[src/design/etpc_pkg.sv]
`default_nettype none

package etpc_pkg;

	// ------------------------------------------------------------
	// widths and counter geometry
	// ------------------------------------------------------------
	localparam int ETPC_CNT_W        = 10;
	localparam int ETPC_PERIOD_COMPARE_VALUE_W       = 3;
	localparam int ETPC_PERIOD_SHIFT = 7;
	localparam int ETPC_CHANNELS     = 2;
	localparam int ETPC_PIN_B_COUNT  = 3;
	// synchroniser slots: pin a, pin b options 0..2, trigger pin
	localparam int ETPC_SYNC_W       = 5;
	localparam int ETPC_SYNC_PIN_A   = 0;
	localparam int ETPC_SYNC_PIN_B0  = 1;
	localparam int ETPC_SYNC_PIN_B1  = 2;
	localparam int ETPC_SYNC_PIN_B2  = 3;
	localparam int ETPC_SYNC_TRIG    = 4;

	// ------------------------------------------------------------
	// mode select field encodings
	// ------------------------------------------------------------
	localparam logic [1:0] ETPC_MODE_COMPARE = 2'h0;
	localparam logic [1:0] ETPC_MODE_CAPTURE = 2'h1;
	localparam logic [1:0] ETPC_MODE_PULSE   = 2'h2;
	localparam logic [1:0] ETPC_MODE_TIMER   = 2'h3;

	// ------------------------------------------------------------
	// output control field, read per mode
	// ------------------------------------------------------------
	localparam logic [1:0] ETPC_IO_FORCE_LOW  = 2'h0;
	localparam logic [1:0] ETPC_IO_FORCE_HIGH = 2'h1;
	localparam logic [1:0] ETPC_IO_PWM        = 2'h2;
	localparam logic [1:0] ETPC_IO_SINGLE     = 2'h3;
	localparam logic [1:0] ETPC_CMP_NONE      = 2'h0;
	localparam logic [1:0] ETPC_CMP_LOW       = 2'h1;
	localparam logic [1:0] ETPC_CMP_HIGH      = 2'h2;
	localparam logic [1:0] ETPC_CMP_TOGGLE    = 2'h3;
	localparam logic [1:0] ETPC_EDGE_RISE     = 2'h0;
	localparam logic [1:0] ETPC_EDGE_FALL     = 2'h1;
	localparam logic [1:0] ETPC_EDGE_BOTH     = 2'h2;
	localparam logic [1:0] ETPC_EDGE_NONE     = 2'h3;

	localparam logic [1:0] ETPC_ALIGN_CENTRE = 2'h3;
	localparam logic [1:0] ETPC_PIN_B_SEL1   = 2'h1;
	localparam logic [1:0] ETPC_PIN_B_SEL2   = 2'h2;

	// ------------------------------------------------------------
	// reset values
	// ------------------------------------------------------------
	localparam logic ETPC_RUN_RST  = 1'h0;
	localparam logic ETPC_PIN_RST  = 1'h0;
	localparam logic ETPC_FLAG_RST = 1'h0;

	// ------------------------------------------------------------
	// per-channel control bits
	// ------------------------------------------------------------
	typedef struct packed {
		logic [1:0] mode;
		logic [1:0] io;
		logic       init_state;
		logic       polarity;
	} etpc_chan_ctrl_s;

endpackage

`default_nettype wire

[src/design/etpc_timer.sv]
// Notes on behaviour
// - edge PWM, clear-select 0: period match clears counter
// - clear-select 1: A match clears, B sets duty
// - alignment field 11 gives centre-aligned PWM
// - counting continues while outputs forced 00/01
// - centre PWM: period flag at down-count zero
// - run rising edge starts counter and pulse A
// - comparator B match starts pulse B
// - single pulse: trigger pin edge sets run bit
// - run clear or A match ends both pulses
// - single pulse: counter zeroed only on run rise
// - single pulse: A and B matches flag
// - capture edge rising, falling or both per io
// - selected edge latches counter, raises flag
// - capture counter free-runs until run falls
// - capture: period match zeroes counter and flags
// - period value zero runs full count range
// - io 11 in capture: no capture, counter runs
// - capture ignores clear/init/polarity; pin left undriven
`timescale 1ns/100ps
`default_nettype none

module etpc_timer
	import etpc_pkg::*;
#(
	parameter int CNT_W  = ETPC_CNT_W,
	parameter int PERIOD_COMPARE_VALUE_W = ETPC_PERIOD_COMPARE_VALUE_W
) (
	input  wire logic              clock,                // system clock
	input  wire logic              sys_rst,              // sync reset
	input  wire logic              count_tick,           // timer clock enable
	input  wire etpc_chan_ctrl_s   timer_control_one,    // channel a ctrl
	input  wire etpc_chan_ctrl_s   timer_control_two,    // channel b ctrl
	input  wire logic              counter_clear_select, // period source
	input  wire logic [1:0]        pwm_alignment_field,  // pwm alignment
	input  wire logic [PERIOD_COMPARE_VALUE_W-1:0] period_compare_value, // period compare
	input  wire logic              run_write,            // run bit write
	input  wire logic              run_wdata,            // run bit value
	input  wire logic              compare_a_value_write,           // compare a write
	input  wire logic              compare_b_value_write,           // compare b write
	input  wire logic [CNT_W-1:0]  ccr_wdata,            // compare wr data
	input  wire logic              trigger_falling,      // trigger edge sel
	input  wire logic              pin_a_enable,         // pin a as output
	input  wire logic              pin_b_enable,         // pin b as output
	input  wire logic [1:0]        pin_b_select,         // pin b option
	input  wire logic              external_trigger_pin, // trigger pin
	input  wire logic              timer_pin_a_in,       // pin a level
	output var  logic              timer_pin_a_out,      // pin a drive
	output var  logic              timer_pin_a_oe,       // pin a enable
	input  wire logic [2:0]        timer_pin_b_in,       // pin b levels
	output var  logic [2:0]        timer_pin_b_out,      // pin b drives
	output var  logic [2:0]        timer_pin_b_oe,       // pin b enables
	output var  logic              counter_run_bit,      // run bit
	output var  logic [CNT_W-1:0]  compare_a_value,      // compare a reg
	output var  logic [CNT_W-1:0]  compare_b_value,      // compare b reg
	output var  logic [CNT_W-1:0]  counter_value,        // live counter
	output var  logic              flag_a,               // a event pulse
	output var  logic              flag_b,               // b event pulse
	output var  logic              flag_p                // period pulse
);

	// ------------------------------------------------------------
	// pin synchronisers
	// ------------------------------------------------------------
	logic [ETPC_SYNC_W-1:0] pin_rise;
	logic [ETPC_SYNC_W-1:0] pin_fall;

	// pins are sampled as seen on the pad, own drive included
	etpc_sync_edge #(
		.WIDTH (ETPC_SYNC_W)
	) u_sync (
		.clock    (clock),
		.sys_rst  (sys_rst),
		.async_in ({external_trigger_pin, timer_pin_b_in, timer_pin_a_in}),
		.rise     (pin_rise),
		.fall     (pin_fall)
	);

	// ------------------------------------------------------------
	// declarations
	// ------------------------------------------------------------
	logic                 run_reg, run_q_reg, down_reg, down_next;
	logic                 flag_p_reg, flag_p_next, pin_a_oe_reg;
	logic [2:0]           pin_b_oe_reg, b_onehot;
	logic [CNT_W-1:0]     cnt_reg, cnt_next;
	etpc_chan_ctrl_s      ctrl [ETPC_CHANNELS];
	logic [CNT_W-1:0]     ccr_reg [ETPC_CHANNELS];
	logic [1:0]           cap_hit, cmp_hit, ccr_wr, sp_start, pin_en;
	logic [1:0]           chan_rise, chan_fall, chan_out, oe_next, flag_bits;
	logic                 b_rise, b_fall, run_rise, tick_run, trig_set;
	logic                 a_stop, sp_mode, cap_mode, pwm_mode, centre;
	logic                 period_compare_value_zero, top_hit, cnt_zero, c_top_zero;
	logic [CNT_W-1:0]     p_top, c_top, e_top, top_sel;

	assign ctrl[0] = timer_control_one;
	assign ctrl[1] = timer_control_two;
	assign ccr_wr  = {compare_b_value_write, compare_a_value_write};
	assign pin_en  = {pin_b_enable, pin_a_enable};

	// ------------------------------------------------------------
	// mode decode
	// ------------------------------------------------------------
	assign sp_mode  = (ctrl[0].mode == ETPC_MODE_PULSE)
		&& (ctrl[0].io == ETPC_IO_SINGLE);
	assign cap_mode = ctrl[0].mode == ETPC_MODE_CAPTURE;
	assign pwm_mode = (ctrl[0].mode == ETPC_MODE_PULSE) && !sp_mode;
	assign centre   = pwm_mode
		&& (pwm_alignment_field == ETPC_ALIGN_CENTRE);

	// ------------------------------------------------------------
	// pin b option select
	// ------------------------------------------------------------
	assign b_rise = (pin_b_select == ETPC_PIN_B_SEL2)
		? pin_rise[ETPC_SYNC_PIN_B2]
		: (pin_b_select == ETPC_PIN_B_SEL1) ? pin_rise[ETPC_SYNC_PIN_B1]
		: pin_rise[ETPC_SYNC_PIN_B0];
	assign b_fall = (pin_b_select == ETPC_PIN_B_SEL2)
		? pin_fall[ETPC_SYNC_PIN_B2]
		: (pin_b_select == ETPC_PIN_B_SEL1) ? pin_fall[ETPC_SYNC_PIN_B1]
		: pin_fall[ETPC_SYNC_PIN_B0];
	assign b_onehot = (pin_b_select == ETPC_PIN_B_SEL2) ? 3'h4
		: (pin_b_select == ETPC_PIN_B_SEL1) ? 3'h2 : 3'h1;
	assign chan_rise = {b_rise, pin_rise[ETPC_SYNC_PIN_A]};
	assign chan_fall = {b_fall, pin_fall[ETPC_SYNC_PIN_A]};

	// ------------------------------------------------------------
	// run bit
	// ------------------------------------------------------------
	assign run_rise = run_reg & ~run_q_reg;
	assign trig_set = sp_mode & (trigger_falling
		? pin_fall[ETPC_SYNC_TRIG] : pin_rise[ETPC_SYNC_TRIG]);
	assign a_stop   = sp_mode & cmp_hit[0];

	// trigger set wins over any clear in the same cycle
	always_ff @(posedge clock) begin
		if (sys_rst) begin
			run_reg   <= ETPC_RUN_RST;
			run_q_reg <= ETPC_RUN_RST;
		end else begin
			run_q_reg <= run_reg;
			if (trig_set) begin
				run_reg <= 1'h1;
			end else if (run_write) begin
				run_reg <= run_wdata;
			end else if (a_stop) begin
				run_reg <= 1'h0;
			end
		end
	end

	// ------------------------------------------------------------
	// counter limits
	// ------------------------------------------------------------
	assign period_compare_value_zero  = period_compare_value == '0;
	// zero period value lets the counter run its whole range
	assign p_top = period_compare_value_zero ? '1 : CNT_W'({period_compare_value,
		ETPC_PERIOD_SHIFT'(0)} - 1);
	assign c_top = counter_clear_select ? ccr_reg[0] : period_compare_value_zero ? '1
		: CNT_W'({period_compare_value, ETPC_PERIOD_SHIFT'(0)});
	assign e_top = !counter_clear_select ? p_top
		: pwm_mode ? CNT_W'(ccr_reg[0] - 1'h1) : ccr_reg[0];
	// capture ignores the clear select
	assign top_sel    = centre ? c_top : cap_mode ? p_top : e_top;
	assign top_hit    = cnt_reg == top_sel;
	assign cnt_zero   = cnt_reg == '0;
	assign c_top_zero = c_top == '0;

	// ------------------------------------------------------------
	// counter next state
	// ------------------------------------------------------------
	// counting depends on the output control fields only through io 11 (single pulse)
	assign tick_run = count_tick & run_reg & ~run_rise;

	always_comb begin
		cnt_next  = cnt_reg;
		down_next = down_reg;
		if (sp_mode) begin
			cnt_next = CNT_W'(cnt_reg + 1'h1);
		end else if (centre) begin
			if (c_top_zero) begin
				cnt_next = '0;
			end else if (!down_reg && top_hit) begin
				cnt_next  = CNT_W'(cnt_reg - 1'h1);
				down_next = 1'h1;
			end else if (down_reg && cnt_zero) begin
				cnt_next  = CNT_W'(cnt_reg + 1'h1);
				down_next = 1'h0;
			end else if (down_reg) begin
				cnt_next = CNT_W'(cnt_reg - 1'h1);
			end else begin
				cnt_next = CNT_W'(cnt_reg + 1'h1);
			end
		end else begin
			cnt_next = top_hit ? '0 : CNT_W'(cnt_reg + 1'h1);
			down_next = 1'h0;
		end
	end

	// period flag: centre at down-count zero, else at the period top (not in single pulse; with clear select 1, capture only)
	// a top of one turns at 1 and falls to zero without a down phase
	assign flag_p_next = tick_run & (centre
		? ((down_reg | top_hit) & (cnt_reg == CNT_W'(1))
			& !c_top_zero)
		: (!sp_mode && top_hit
			&& (cap_mode || !counter_clear_select)));

	always_ff @(posedge clock) begin
		if (sys_rst) begin
			cnt_reg  <= '0;
			down_reg <= 1'h0;
		end else if (run_rise) begin
			cnt_reg  <= '0;
			down_reg <= 1'h0;
		end else if (tick_run) begin
			cnt_reg  <= cnt_next;
			down_reg <= down_next;
		end
	end

	// ------------------------------------------------------------
	// per channel compare, capture and output
	// ------------------------------------------------------------
	assign sp_start = {cmp_hit[1], run_rise};

	for (genvar i = 0; i < ETPC_CHANNELS; i++) begin : g_chan
		logic [CNT_W-1:0] ccr_q;
		logic             state_q, sp_on_q, out_q, flag_q;
		logic             mode_cap, mode_cmp, mode_pls, edge_hit;
		logic             pwm_lvl, cmp_lvl, raw;

		assign mode_cap = ctrl[i].mode == ETPC_MODE_CAPTURE;
		assign mode_cmp = ctrl[i].mode == ETPC_MODE_COMPARE;
		assign mode_pls = ctrl[i].mode == ETPC_MODE_PULSE;
		assign edge_hit = ((ctrl[i].io == ETPC_EDGE_RISE) & chan_rise[i])
			| ((ctrl[i].io == ETPC_EDGE_FALL) & chan_fall[i])
			| ((ctrl[i].io == ETPC_EDGE_BOTH)
				& (chan_rise[i] | chan_fall[i]));
		assign cap_hit[i] = mode_cap & edge_hit;
		assign cmp_hit[i] = tick_run & ~mode_cap
			& (cnt_reg == ccr_q);

		// duty compare holds across up and down counting
		assign pwm_lvl = (cnt_reg < ccr_q)
			? ctrl[i].init_state : ~ctrl[i].init_state;
		assign cmp_lvl = (ctrl[i].io == ETPC_CMP_LOW) ? 1'h0
			: (ctrl[i].io == ETPC_CMP_HIGH) ? 1'h1
			: (ctrl[i].io == ETPC_CMP_TOGGLE) ? ~state_q : state_q;
		assign raw = sp_mode ? sp_on_q
			: !mode_pls ? state_q
			: (ctrl[i].io == ETPC_IO_FORCE_LOW) ? 1'h0
			: (ctrl[i].io == ETPC_IO_FORCE_HIGH) ? 1'h1
			: pwm_lvl;
		// capture and timer modes leave the pin undriven
		assign oe_next[i] = pin_en[i] & (mode_cmp | mode_pls);

		// capture wins over a software write in the same cycle
		always_ff @(posedge clock) begin
			if (sys_rst) begin
				ccr_q <= '0;
			end else if (cap_hit[i]) begin
				ccr_q <= cnt_reg;
			end else if (ccr_wr[i]) begin
				ccr_q <= ccr_wdata;
			end
		end

		always_ff @(posedge clock) begin
			if (sys_rst) begin
				state_q <= ETPC_PIN_RST;
			end else if (run_rise) begin
				state_q <= ctrl[i].init_state;
			end else if (cmp_hit[i] && mode_cmp) begin
				state_q <= cmp_lvl;
			end
		end

		// pulse ends whenever the run bit drops
		always_ff @(posedge clock) begin
			if (sys_rst || !run_reg) begin
				sp_on_q <= 1'h0;
			end else if (sp_start[i]) begin
				sp_on_q <= 1'h1;
			end
		end

		always_ff @(posedge clock) begin
			if (sys_rst) begin
				out_q  <= ETPC_PIN_RST;
				flag_q <= ETPC_FLAG_RST;
			end else begin
				out_q  <= raw ^ ctrl[i].polarity;
				flag_q <= cap_hit[i] | cmp_hit[i];
			end
		end

		assign ccr_reg[i]   = ccr_q;
		assign chan_out[i]  = out_q;
		assign flag_bits[i] = flag_q;
	end

	// ------------------------------------------------------------
	// enables and period flag
	// ------------------------------------------------------------
	always_ff @(posedge clock) begin
		if (sys_rst) begin
			pin_a_oe_reg <= 1'h0;
			pin_b_oe_reg <= 3'h0;
			flag_p_reg   <= ETPC_FLAG_RST;
		end else begin
			pin_a_oe_reg <= oe_next[0];
			pin_b_oe_reg <= b_onehot & {3{oe_next[1]}};
			flag_p_reg   <= flag_p_next;
		end
	end

	// ------------------------------------------------------------
	// outputs
	// ------------------------------------------------------------
	assign timer_pin_a_out = chan_out[0];
	assign timer_pin_a_oe  = pin_a_oe_reg;
	assign timer_pin_b_out = {3{chan_out[1]}};
	assign timer_pin_b_oe  = pin_b_oe_reg;
	assign counter_run_bit = run_reg;
	assign compare_a_value = ccr_reg[0];
	assign compare_b_value = ccr_reg[1];
	assign counter_value   = cnt_reg;
	assign flag_a          = flag_bits[0];
	assign flag_b          = flag_bits[1];
	assign flag_p          = flag_p_reg;

endmodule

`default_nettype wire

[src/design/etpc_sync_edge.sv]
`timescale 1ns/100ps
`default_nettype none

module etpc_sync_edge #(
	parameter int WIDTH = 1
) (
	input  wire logic             clock,    // system clock
	input  wire logic             sys_rst,  // synchronous reset
	input  wire logic [WIDTH-1:0] async_in, // pins from outside
	output var  logic [WIDTH-1:0] rise,     // one-cycle rising pulse
	output var  logic [WIDTH-1:0] fall      // one-cycle falling pulse
);

	logic [WIDTH-1:0] meta_reg;
	logic [WIDTH-1:0] stable_reg;
	logic [WIDTH-1:0] prev_reg;

	// chain tracks the pins in reset too, so a pin idling high
	// gives no false edge once reset is released
	always_ff @(posedge clock) begin
		meta_reg   <= async_in;
		stable_reg <= meta_reg;
		prev_reg   <= stable_reg;
	end

	assign rise = stable_reg & ~prev_reg & ~{WIDTH{sys_rst}};
	assign fall = ~stable_reg & prev_reg & ~{WIDTH{sys_rst}};

endmodule

`default_nettype wire

[config.mk]
export PLATFORM = sky130hd
export DESIGN_NAME = etpc_timer
export DESIGN_NICKNAME = d
export VERILOG_FILES = /design/src/design/etpc_pkg.sv /design/src/design/etpc_timer.sv /design/src/design/etpc_sync_edge.sv
export SDC_FILE = /design/constraint.sdc
export NUM_CORES = 1
export LEC_CHECK = 0
export ABC_AREA = 1
export CAP_MARGIN = 25
export CORE_MARGIN = 5
export CORE_UTILIZATION = 30
export DETAILED_ROUTE_END_ITERATION = 16
export DONT_BUFFER_PORTS = 1
export HOLD_SLACK_MARGIN = 0.08
export SLEW_MARGIN = 20
export SYNTH_ARGS = -nofsm -noshare
export SYNTH_HDL_FRONTEND = slang
export SYNTH_HIERARCHICAL = 1
export SYNTH_SLANG_ARGS = --single-unit
[constraint.sdc]
create_clock -name clock -period 6.7 [get_ports clock]
set_input_delay 0.335 -clock clock [delete_from_list [all_inputs] [get_ports clock]]
set_output_delay 0.335 -clock clock [all_outputs]
set_load 0.01 [all_outputs]
Word level (Yosys, flattened, before mapping). Index checks and enable logic that the tools add are counted.

Word-level logic and storage cells: 184. Register bits: 61. Output and inout port bits: 42.

$add $sub $neg: 4. Equality and inequality tests: 19. Muxes and demuxes: 53. Bitwise operators: 52. $lt $le $gt $ge: 2. Reduce and logical (&&, ||, !) cells: 34.

Operator list (count): $mux W10 (18); $mux W1 (33); $eq A10 B10 Y1 (3); $sub A10 B1 Y10 const B (3); $and A1 B1 Y1 (22); $and A5 B5 Y5 (4); $logic_not A10 Y1 (2); $lt A10 B10 Y1 (2); $eq A2 B2 Y1 const B (8); $not A5 Y5 (3); $or A1 B1 Y1 (11); $add A10 B1 Y10 const B (1); $eq A10 B1 Y1 const B (1); $eq A2 B1 Y1 const B (5); $logic_and A1 B1 Y1 (9); $not A1 Y1 (9); $logic_not A2 Y1 (4); $reduce_bool A2 Y1 (4); $reduce_bool A4 Y1 (2); $logic_not A1 Y1 (5); $reduce_and A2 Y1 (2); $reduce_and A4 Y1 (1); $and A3 B3 Y3 (1); $logic_not A3 Y1 (1); 8 further kinds (10).

Longest topological paths before layout. Gate-level depths: netlist (run 1).

Word-level depth: 14. Depth in mapped cells: 20.

By module. Netlist (run 1), hierarchy kept.

Modules (own cells, without submodules): etpc_timer (times used 1, area an instance 4423.0 µm², sequential area each 920.9 µm², cells each 722); etpc_sync_edge (times used 1, area an instance 424.2 µm², sequential area each 300.3 µm², cells each 46).

Worst setup path after synthesis (run 1). OpenSTA, ideal clock, no wires.

Path kind: reg2reg. Start point: register g_chan[0].ccr_q[0] (netlist: compare_a_value[0]). End point: register cnt_reg[0] (netlist: counter_value[0]). Stages on the path, launching flop included: 19. Setup slack: 4409 ps. Setup time: 123 ps. Clock period less this slack: 2291 ps. Arrival time: 2168 ps. Path through: dfxtp_1 > inv_1 > ha_1 > nand3_1 > nor2_1 > nand2_1 > nand3_2 > nand2_1 > nand2_1 > nand2_1 > nor2_2 > nand3_2 > nor2_4 > nand3_4 > nand2_2 > nand2_2 > or2_1 > nand2_1 > a21oi_1.

Word-level cells in the longest chain between the ends: 11. Elaborated cells on any way between the ends: 14.

Ends and longest elaborated chain: from (decl) (RTL line etpc_timer.sv:226) `logic [CNT_W-1:0] ccr_q;`; from (signal assigned) (RTL line etpc_timer.sv:261) `ccr_q <= cnt_reg;`; from (signal assigned) (RTL line etpc_timer.sv:263) `ccr_q <= ccr_wdata;`; $sub A10 B1 Y10 (RTL line etpc_timer.sv:161) `: pwm_mode ? CNT_W'(ccr_reg[0] - 1'h1) : ccr_reg[0];`; $mux W10 (RTL line etpc_timer.sv:161); $mux W10 (RTL line etpc_timer.sv:160) `assign e_top = !counter_clear_select ? p_top`; $mux W10 (2 in a row) (RTL line etpc_timer.sv:163) `assign top_sel = centre ? c_top : cap_mode ? p_top : e_top;`; $eq A10 B10 Y1 (RTL line etpc_timer.sv:164) `assign top_hit = cnt_reg == top_sel;`; $logic_and A1 B1 Y1 (RTL line etpc_timer.sv:182) `end else if (!down_reg && top_hit) begin`; $mux W10 (RTL line etpc_timer.sv:182); $mux W10 (RTL line etpc_timer.sv:180) `if (c_top_zero) begin`; $mux W10 (*) (RTL line etpc_timer.sv:179) `end else if (centre) begin`; $mux W10 (*) (RTL line etpc_timer.sv:177) `if (sp_mode) begin`; to (signal assigned) (RTL line etpc_timer.sv:215) `cnt_reg <= cnt_next;`; to (decl) (RTL line etpc_timer.sv:85) `logic [CNT_W-1:0] cnt_reg, cnt_next;`.

Every way passes the cells marked *; elsewhere a longest branch is shown, timed or not. A chain may end at the register's enable or synchronous reset.

Worst setup path after layout (run 1).
Start point: register g_chan[0].ccr_q[0] (netlist: compare_a_value[0]). End point: register cnt_reg[4] (netlist: counter_value[4]).

The elaborated chain is that of the path after synthesis.

==> impl_metrics.yaml, run 1 <==
status:
  outcome: "finished clean"
pwr:
  pwr-share-seq: 0.362
  clockPowerShare: 0.492
  power.net_switching_w: 0.000307
  power_per_cell_area_nw_per_um2: 204
  peakVddDrop_mv: 0.131
  pwr-share-comb: 0.145
  swShare: 0.277
  intPower_w: 0.000803
  p_leak_nw: 2.50
worst_setup_path:
  critPathMaxFanout: 7
  critPathTopFamily: "simple AND/OR/NAND/NOR gates"
  start_kind: "register"
  end_kind: "register"
  cpMaxStageDelayCell: "dfxtp_1"
  criticalPathCategory: "register to register"
  worst_ep_required_time_ns: 6.96
  crit_path_max_incr_delay_ns: 0.41
  crit_arrival_ns: 3.16
  crit_top_cell: "nand2_1"
  crit_chain: "inv_1, ha_1, nand3_1, nor2_1, nand2_1, nand2_1, nand3_1, nand2_1, nand2_1, nand2_1, nand2_1, nor2_4, nand4_2, nand2_1, nand3_1, nand2_1, nand2_1, a21oi_1"
  critPathBufInv: 1
detailed_routing:
  vias_per_cell: 5.12
  drc_errors: 0
  postRouteAntennaNets: 0
  post_drt_wl_per_cell_um: 16.6
  wl_um: 16300
  drtIter0Drc: 506
  vias: 5026
  firstDrtPassIters: 5
final_layout:
  final_nets: 834
  area_growth_pct: 12.2
  num_antenna_cells: 0
  drive_above_1_share: 0.0744
  final_common_cell: "nand2_1"
  mostFrequentLayoutCells: "nand2_1 (176), nor2_1 (98), inv_1 (92), dfxtp_1 (61), a21oi_1 (58)"
  final_area_um2: 5440
synthesis:
  synth_area_leader_cell: "dfxtp_1"
  synth_warnings: 6
  yosysSeqAreaShare: 0.252
  synthXorXnorAreaFrac: 0.0271
  ys.flop_type: "dfxtp_1"
  synth-compound-area-share: 0.165
  synthesis.instances: 768
  synthAdderAreaFrac: 0.0723
  avgSynthCellArea_um2: 6.31
  syn-cell-area_um2: 4850
  syn_nets: 841
  yosys.area_share.simple: 0.377
  synthMuxAreaShare: 0.00207
  async_reset_ff_frac: 0
  synth_edf_count: 0
  ys_ff_latch: 61
  synth_top_cells_by_area: "dfxtp_1 (25%), nand2_1 (14%), nor2_1 (7.6%)"
  yosysUniqueCellTypes: 47
  synth_top_area_share: 0.252
  synth_top_family_by_area: "simple AND/OR/NAND/NOR gates"
die:
  row_count: 46
  die_height_um: 137
  die_w_um: 137
  coreArea_um2: 15900
  die_area_um2: 18800
  start_util: 0.305
  io_pins: 87
sta:
  fmax_ghz: 0.345
  hold_viol_final: 0
  rsz0062_at_grt: "false"
  fin_tns_setup_ns: 0
  worstMarginPinSlew_ns: 0.819
  drv_slew: 0
  setup-violations-final: 0
  layout_setup_ws_ns: 3.80
  clock-skew-final_ns: 0.00808
  period_share: 0.433
  slew_headroom: 0.454
  period_needed_ns: 2.90
  hold_slack_ns: 0.0873
clocking:
  cts_tree: "yes"
  cts_resized: 0
  postCtsSetupBuffers: 0
  cts_hold_buf: 8
  worstSkewPairLatency_ns: 0.33
  clkTransAtPathRegs_ns: 0.06
  root_buffer: "clkbuf_16"
  cts.sinks: 61
  cts_buffer_depth: 2
  htreeDepth: 3
  cts_made_buffers: 9
grt:
  grt_pass1_wl_um: 25300
  grt_usage: 0.174
  busiest_layer: "met2"
  globalRouteOverflowTotal: 0
  grt_max_degree: 28
  use_met2: 0.267
  grt_antenna_before_repair: 0
  grt_util_met1: 0.228
  first_global_vias: 4607
  grtUsageMet3: 0.0559
place:
  placed_area_um2: 5000
  hpwlAfterDp_um: 12700
  io_buffers: 0
  globalplace.congestion: 0.976
  pre_cts_slack_ns: 3.85
min_path:
  hold_class: "primary input to register"
run:
  maxCapViolCount: 0
## worst register-to-register path, cell delays in order (launching register included)
cell and delay [ns]:
dfxtp_1 0.41, inv_1 0.22, ha_1 0.22, nand3_1 0.08
nor2_1 0.23, nand2_1 0.08, nand2_1 0.06, nand3_1 0.08
nand2_1 0.12, nand2_1 0.06, nand2_1 0.10, nand2_1 0.11
nor2_4 0.22, nand4_2 0.26, nand2_1 0.13, nand3_1 0.14
nand2_1 0.12, nand2_1 0.06, a21oi_1 0.12
## path summary, 6_finish.rpt
path	cells after the start	slack (ns)	endpoint	start
setup / recovery	18	3.80	counter_value[4]	compare_a_value[0]
hold / removal	1	0.09	run_q_reg	sys_rst
setup reg to reg	18	3.80	counter_value[4]	compare_a_value[0]
hold reg to reg	0	0.33	u_sync/stable_reg[3]	u_sync/meta_reg[3]
## cell type report
class | instances | area [µm²]
inverters | 102 | 385
clock inverters | 7 | 121
well taps | 216 | 270
multi-input cells | 578 | 3120
fillers | 1774 | 10400
clock buffers | 9 | 225
repair buffers | 9 | 97.6
flip-flops and latches | 61 | 1220
## synthesized netlist by cell type (4+ instances only)
master and n:
a211oi_1 19, nor2_4 7, nand3_1 51, nor3_1 12, nor2_1 98, nand4_1 16, nand3_2 4, a21oi_1 58
clkbuf_1 20, inv_2 6, nand2_1 176, ha_1 28, nand3_4 4, dfxtp_1 61, o211ai_1 6, nor2_2 5
nand2_2 5, inv_1 92, a31oi_1 7, o21ai_0 39, xor2_1 13
## cells by family (layout without fill, tap and decap cells)
kind of cell / count (synthesis) / in the layout
xor gates and xnor gates: 15 / 15
muxes: 1 / 1
buffers and inverters: 129 / 127
adders and majority gates: 28 / 28
AOI/OAI and AO/OA: 141 / 141
DFF: 61 / 61
and+or+nand+nor: 393 / 393
## metrics by stage
| stage | util | total power, W | instances |
|---|---|---|---|
| 5_1_grt | 0.342 | 0.00116 | 982 |
| 6_report | 0.342 | 0.00111 | 982 |
| 4_1_cts | 0.342 | 0.00112 | 981 |
| 3_5_place_dp | 0.315 | 0.000563 | 957 |
| 3_3_place_gp | 0.315 | 0.000564 | 957 |
| 2_1_floorplan | - | 0.000533 | 768 |
## per-layer routing
metal / vias up / wire length, µm
met2: 210 / 7150
li1: 2520 / -
met4: 0 / 469
met5: - / 0
met3: 36 / 1700
met1: 2260 / 6990
## power groups by stage
stage | Combinational, W | Sequential [W] | Clock, W
finish | 0.000162 | 0.000403 | 0.000546
global route | 0.000184 | 0.000405 | 0.000573
CTS | 0.000161 | 0.000403 | 0.000553
detailed placement | 0.000152 | 0.000411 | 0
global placement | 0.000153 | 0.000411 | 0
floorplan | 0.000132 | 0.000401 | 0
Power figures use the tool's default switching activity.
==> inputs of run 2 (changes only) <==
==> constraint.sdc (replaced) <==
create_clock -name clock -period 2.4 [get_ports clock]
set_input_delay 0.12 -clock clock [delete_from_list [all_inputs] [get_ports clock]]
set_output_delay 0.12 -clock clock [all_outputs]
set_load 0.01 [all_outputs]
==> run 2 against run 1 <==
Net effect:
- critical path depth up 2
- utilization up 6.0 points
- count of clock-buffer cells in the layout unchanged
- worst setup slack worse by 3.7 ns
- sequential cell count unchanged
- clock skew down 0.0020 ns
==> impl_metrics.yaml, run 2 (same netlist as run 1, synthesis figures left out) <==
detailed_routing:
  wl_um: 17600
  firstDrtPassIters: 5
  drc_errors: 0
  vias_per_cell: 5.04
  vias: 5422
  post_drt_wl_per_cell_um: 16.4
  postRouteAntennaNets: 0
  drtIter0Drc: 386
pwr:
  power_per_cell_area_nw_per_um2: 490
  peakVddDrop_mv: 0.537
  p_leak_nw: 2.97
sta:
  rsz0062_at_grt: "true"
  period_share: 0.963
  fmax_ghz: 0.433
  clock-skew-final_ns: 0.00607
  hold_viol_final: 0
  drv_slew: 0
  period_needed_ns: 2.31
  worstMarginPinSlew_ns: 0.762
  hold_slack_ns: 0.0801
  setup-violations-final: 0
  slew_headroom: 0.490
grt:
  globalRouteOverflowTotal: 0
  grt_max_degree: 31
  grt_usage: 0.190
  grt_pass1_wl_um: 27500
  grt_antenna_before_repair: 0
  first_global_vias: 5110
clocking:
  cts_tree: "yes"
  clkTransAtPathRegs_ns: 0.05
  root_buffer: "clkbuf_16"
  worstSkewPairLatency_ns: 0.33
  htreeDepth: 3
  cts.sinks: 61
  cts_made_buffers: 9
  cts_buffer_depth: 2
place:
  placed_area_um2: 5490
  hpwlAfterDp_um: 13600
  globalplace.congestion: 0.955
  place_inst: 1019
  io_buffers: 0
worst_setup_path:
  end_kind: "register"
  start_kind: "register"
  worst_ep_required_time_ns: 2.61
  criticalPathCategory: "register to register"
  crit_arrival_ns: 2.52
  critPathMaxFanout: 5
final_layout:
  drive_above_1_share: 0.199
  area_growth_pct: 31.8
  multi_input_area_um2: 3260
  mostFrequentLayoutCells: "nand2_1 (169), nor2_1 (87), inv_1 (84), buf_4 (65), a21oi_1 (58)"
  final_area_um2: 6390
  num_antenna_cells: 0
  instances_no_fill: 1076
  final_common_cell: "nand2_1"
  final_nets: 928
  ff_latch_area_um2: 1240
  fillCellCount: 1718
status:
  outcome: "finished clean"
run:
  maxCapViolCount: 0
die:
  row_count: 46
  die_area_um2: 18800
  die_height_um: 137
  die_w_um: 137
  coreArea_um2: 15900
  io_pins: 87
  start_util: 0.305
min_path:
  hold_class: "primary input to register"
-- run 2: layout make-up --
cell class / instances / area share
clock buffer: 9 / 0.0353
clock inverter: 7 / 0.0157
inverter: 102 / 0.0607
multi-input combinational: 578 / 0.511
sequential: 61 / 0.194
tap: 216 / 0.0423
timing repair buffer: 103 / 0.141
-- run 2: worst max-delay path, stage by stage, from the launching register on --
cell and delay (ns):
dfxtp_4 0.36, inv_4 0.06, ha_4 0.14, inv_1 0.06, nor2_2 0.11, nand2_1 0.06, nand2_1 0.11, nand3_4 0.10
nand3_2 0.07, nand2_2 0.06, nor2_2 0.11, nand3_2 0.10, nor2_4 0.16, nand3_4 0.12, buf_4 0.16, nand3_1 0.06
nand2_1 0.05, inv_1 0.06, nand2_1 0.08, nand2_1 0.09, a21oi_1 0.06
-- run 2: worst paths after layout --
kind	slack (ns)	to	start	depth (start not counted)
max	0.09	counter_value[1]	compare_a_value[1]	20
min	0.08	g_chan[0].state_q	timer_control_one[3]	4
max reg2reg	0.09	counter_value[1]	compare_a_value[1]	20
min reg2reg	0.32	u_sync/stable_reg[2]	u_sync/meta_reg[2]	0
-- run 2: repair_timing --
item | CTS | global route
hold buffers | 36 | 0
gates resized for setup | 0 | 63
hold endpoints to repair | 42 | 0
endpoints found under the setup margin | 0 | 16
setup buffers | 0 | 6
-- run 2: through the flow --
stage | setup TNS [ns] | total power, W | setup WS (ns) | utilization
after floorplan | 0 | 0.00149 | 0.109 | -
after global placement | 0 | 0.00161 | 0.0886 | 0.345
after detailed placement | 0 | 0.00161 | 0.0433 | 0.345
after CTS | 0 | 0.00310 | 0.0303 | 0.389
after global routing | -0.189 | 0.00328 | -0.0596 | 0.402
final | 0 | 0.00313 | 0.0884 | 0.402
-- run 2: metal layers --
metal  global-route usage  routed length [µm]
met1                0.259                8090
met2                0.299                7870
met3               0.0408                1340
met4               0.0571                 322
met5                    0                   0
-- run 2: report_power, final --
| part | switching [W] | internal [W] | leakage, nW |
|---|---|---|---|
| clock network | 0.000493 | 0.000913 | 0.160 |
| logic | 0.000366 | 0.000258 | 2.30 |
| registers | 0.0000419 | 0.00106 | 0.508 |
| total | 0.000901 | 0.00223 | 2.97 |
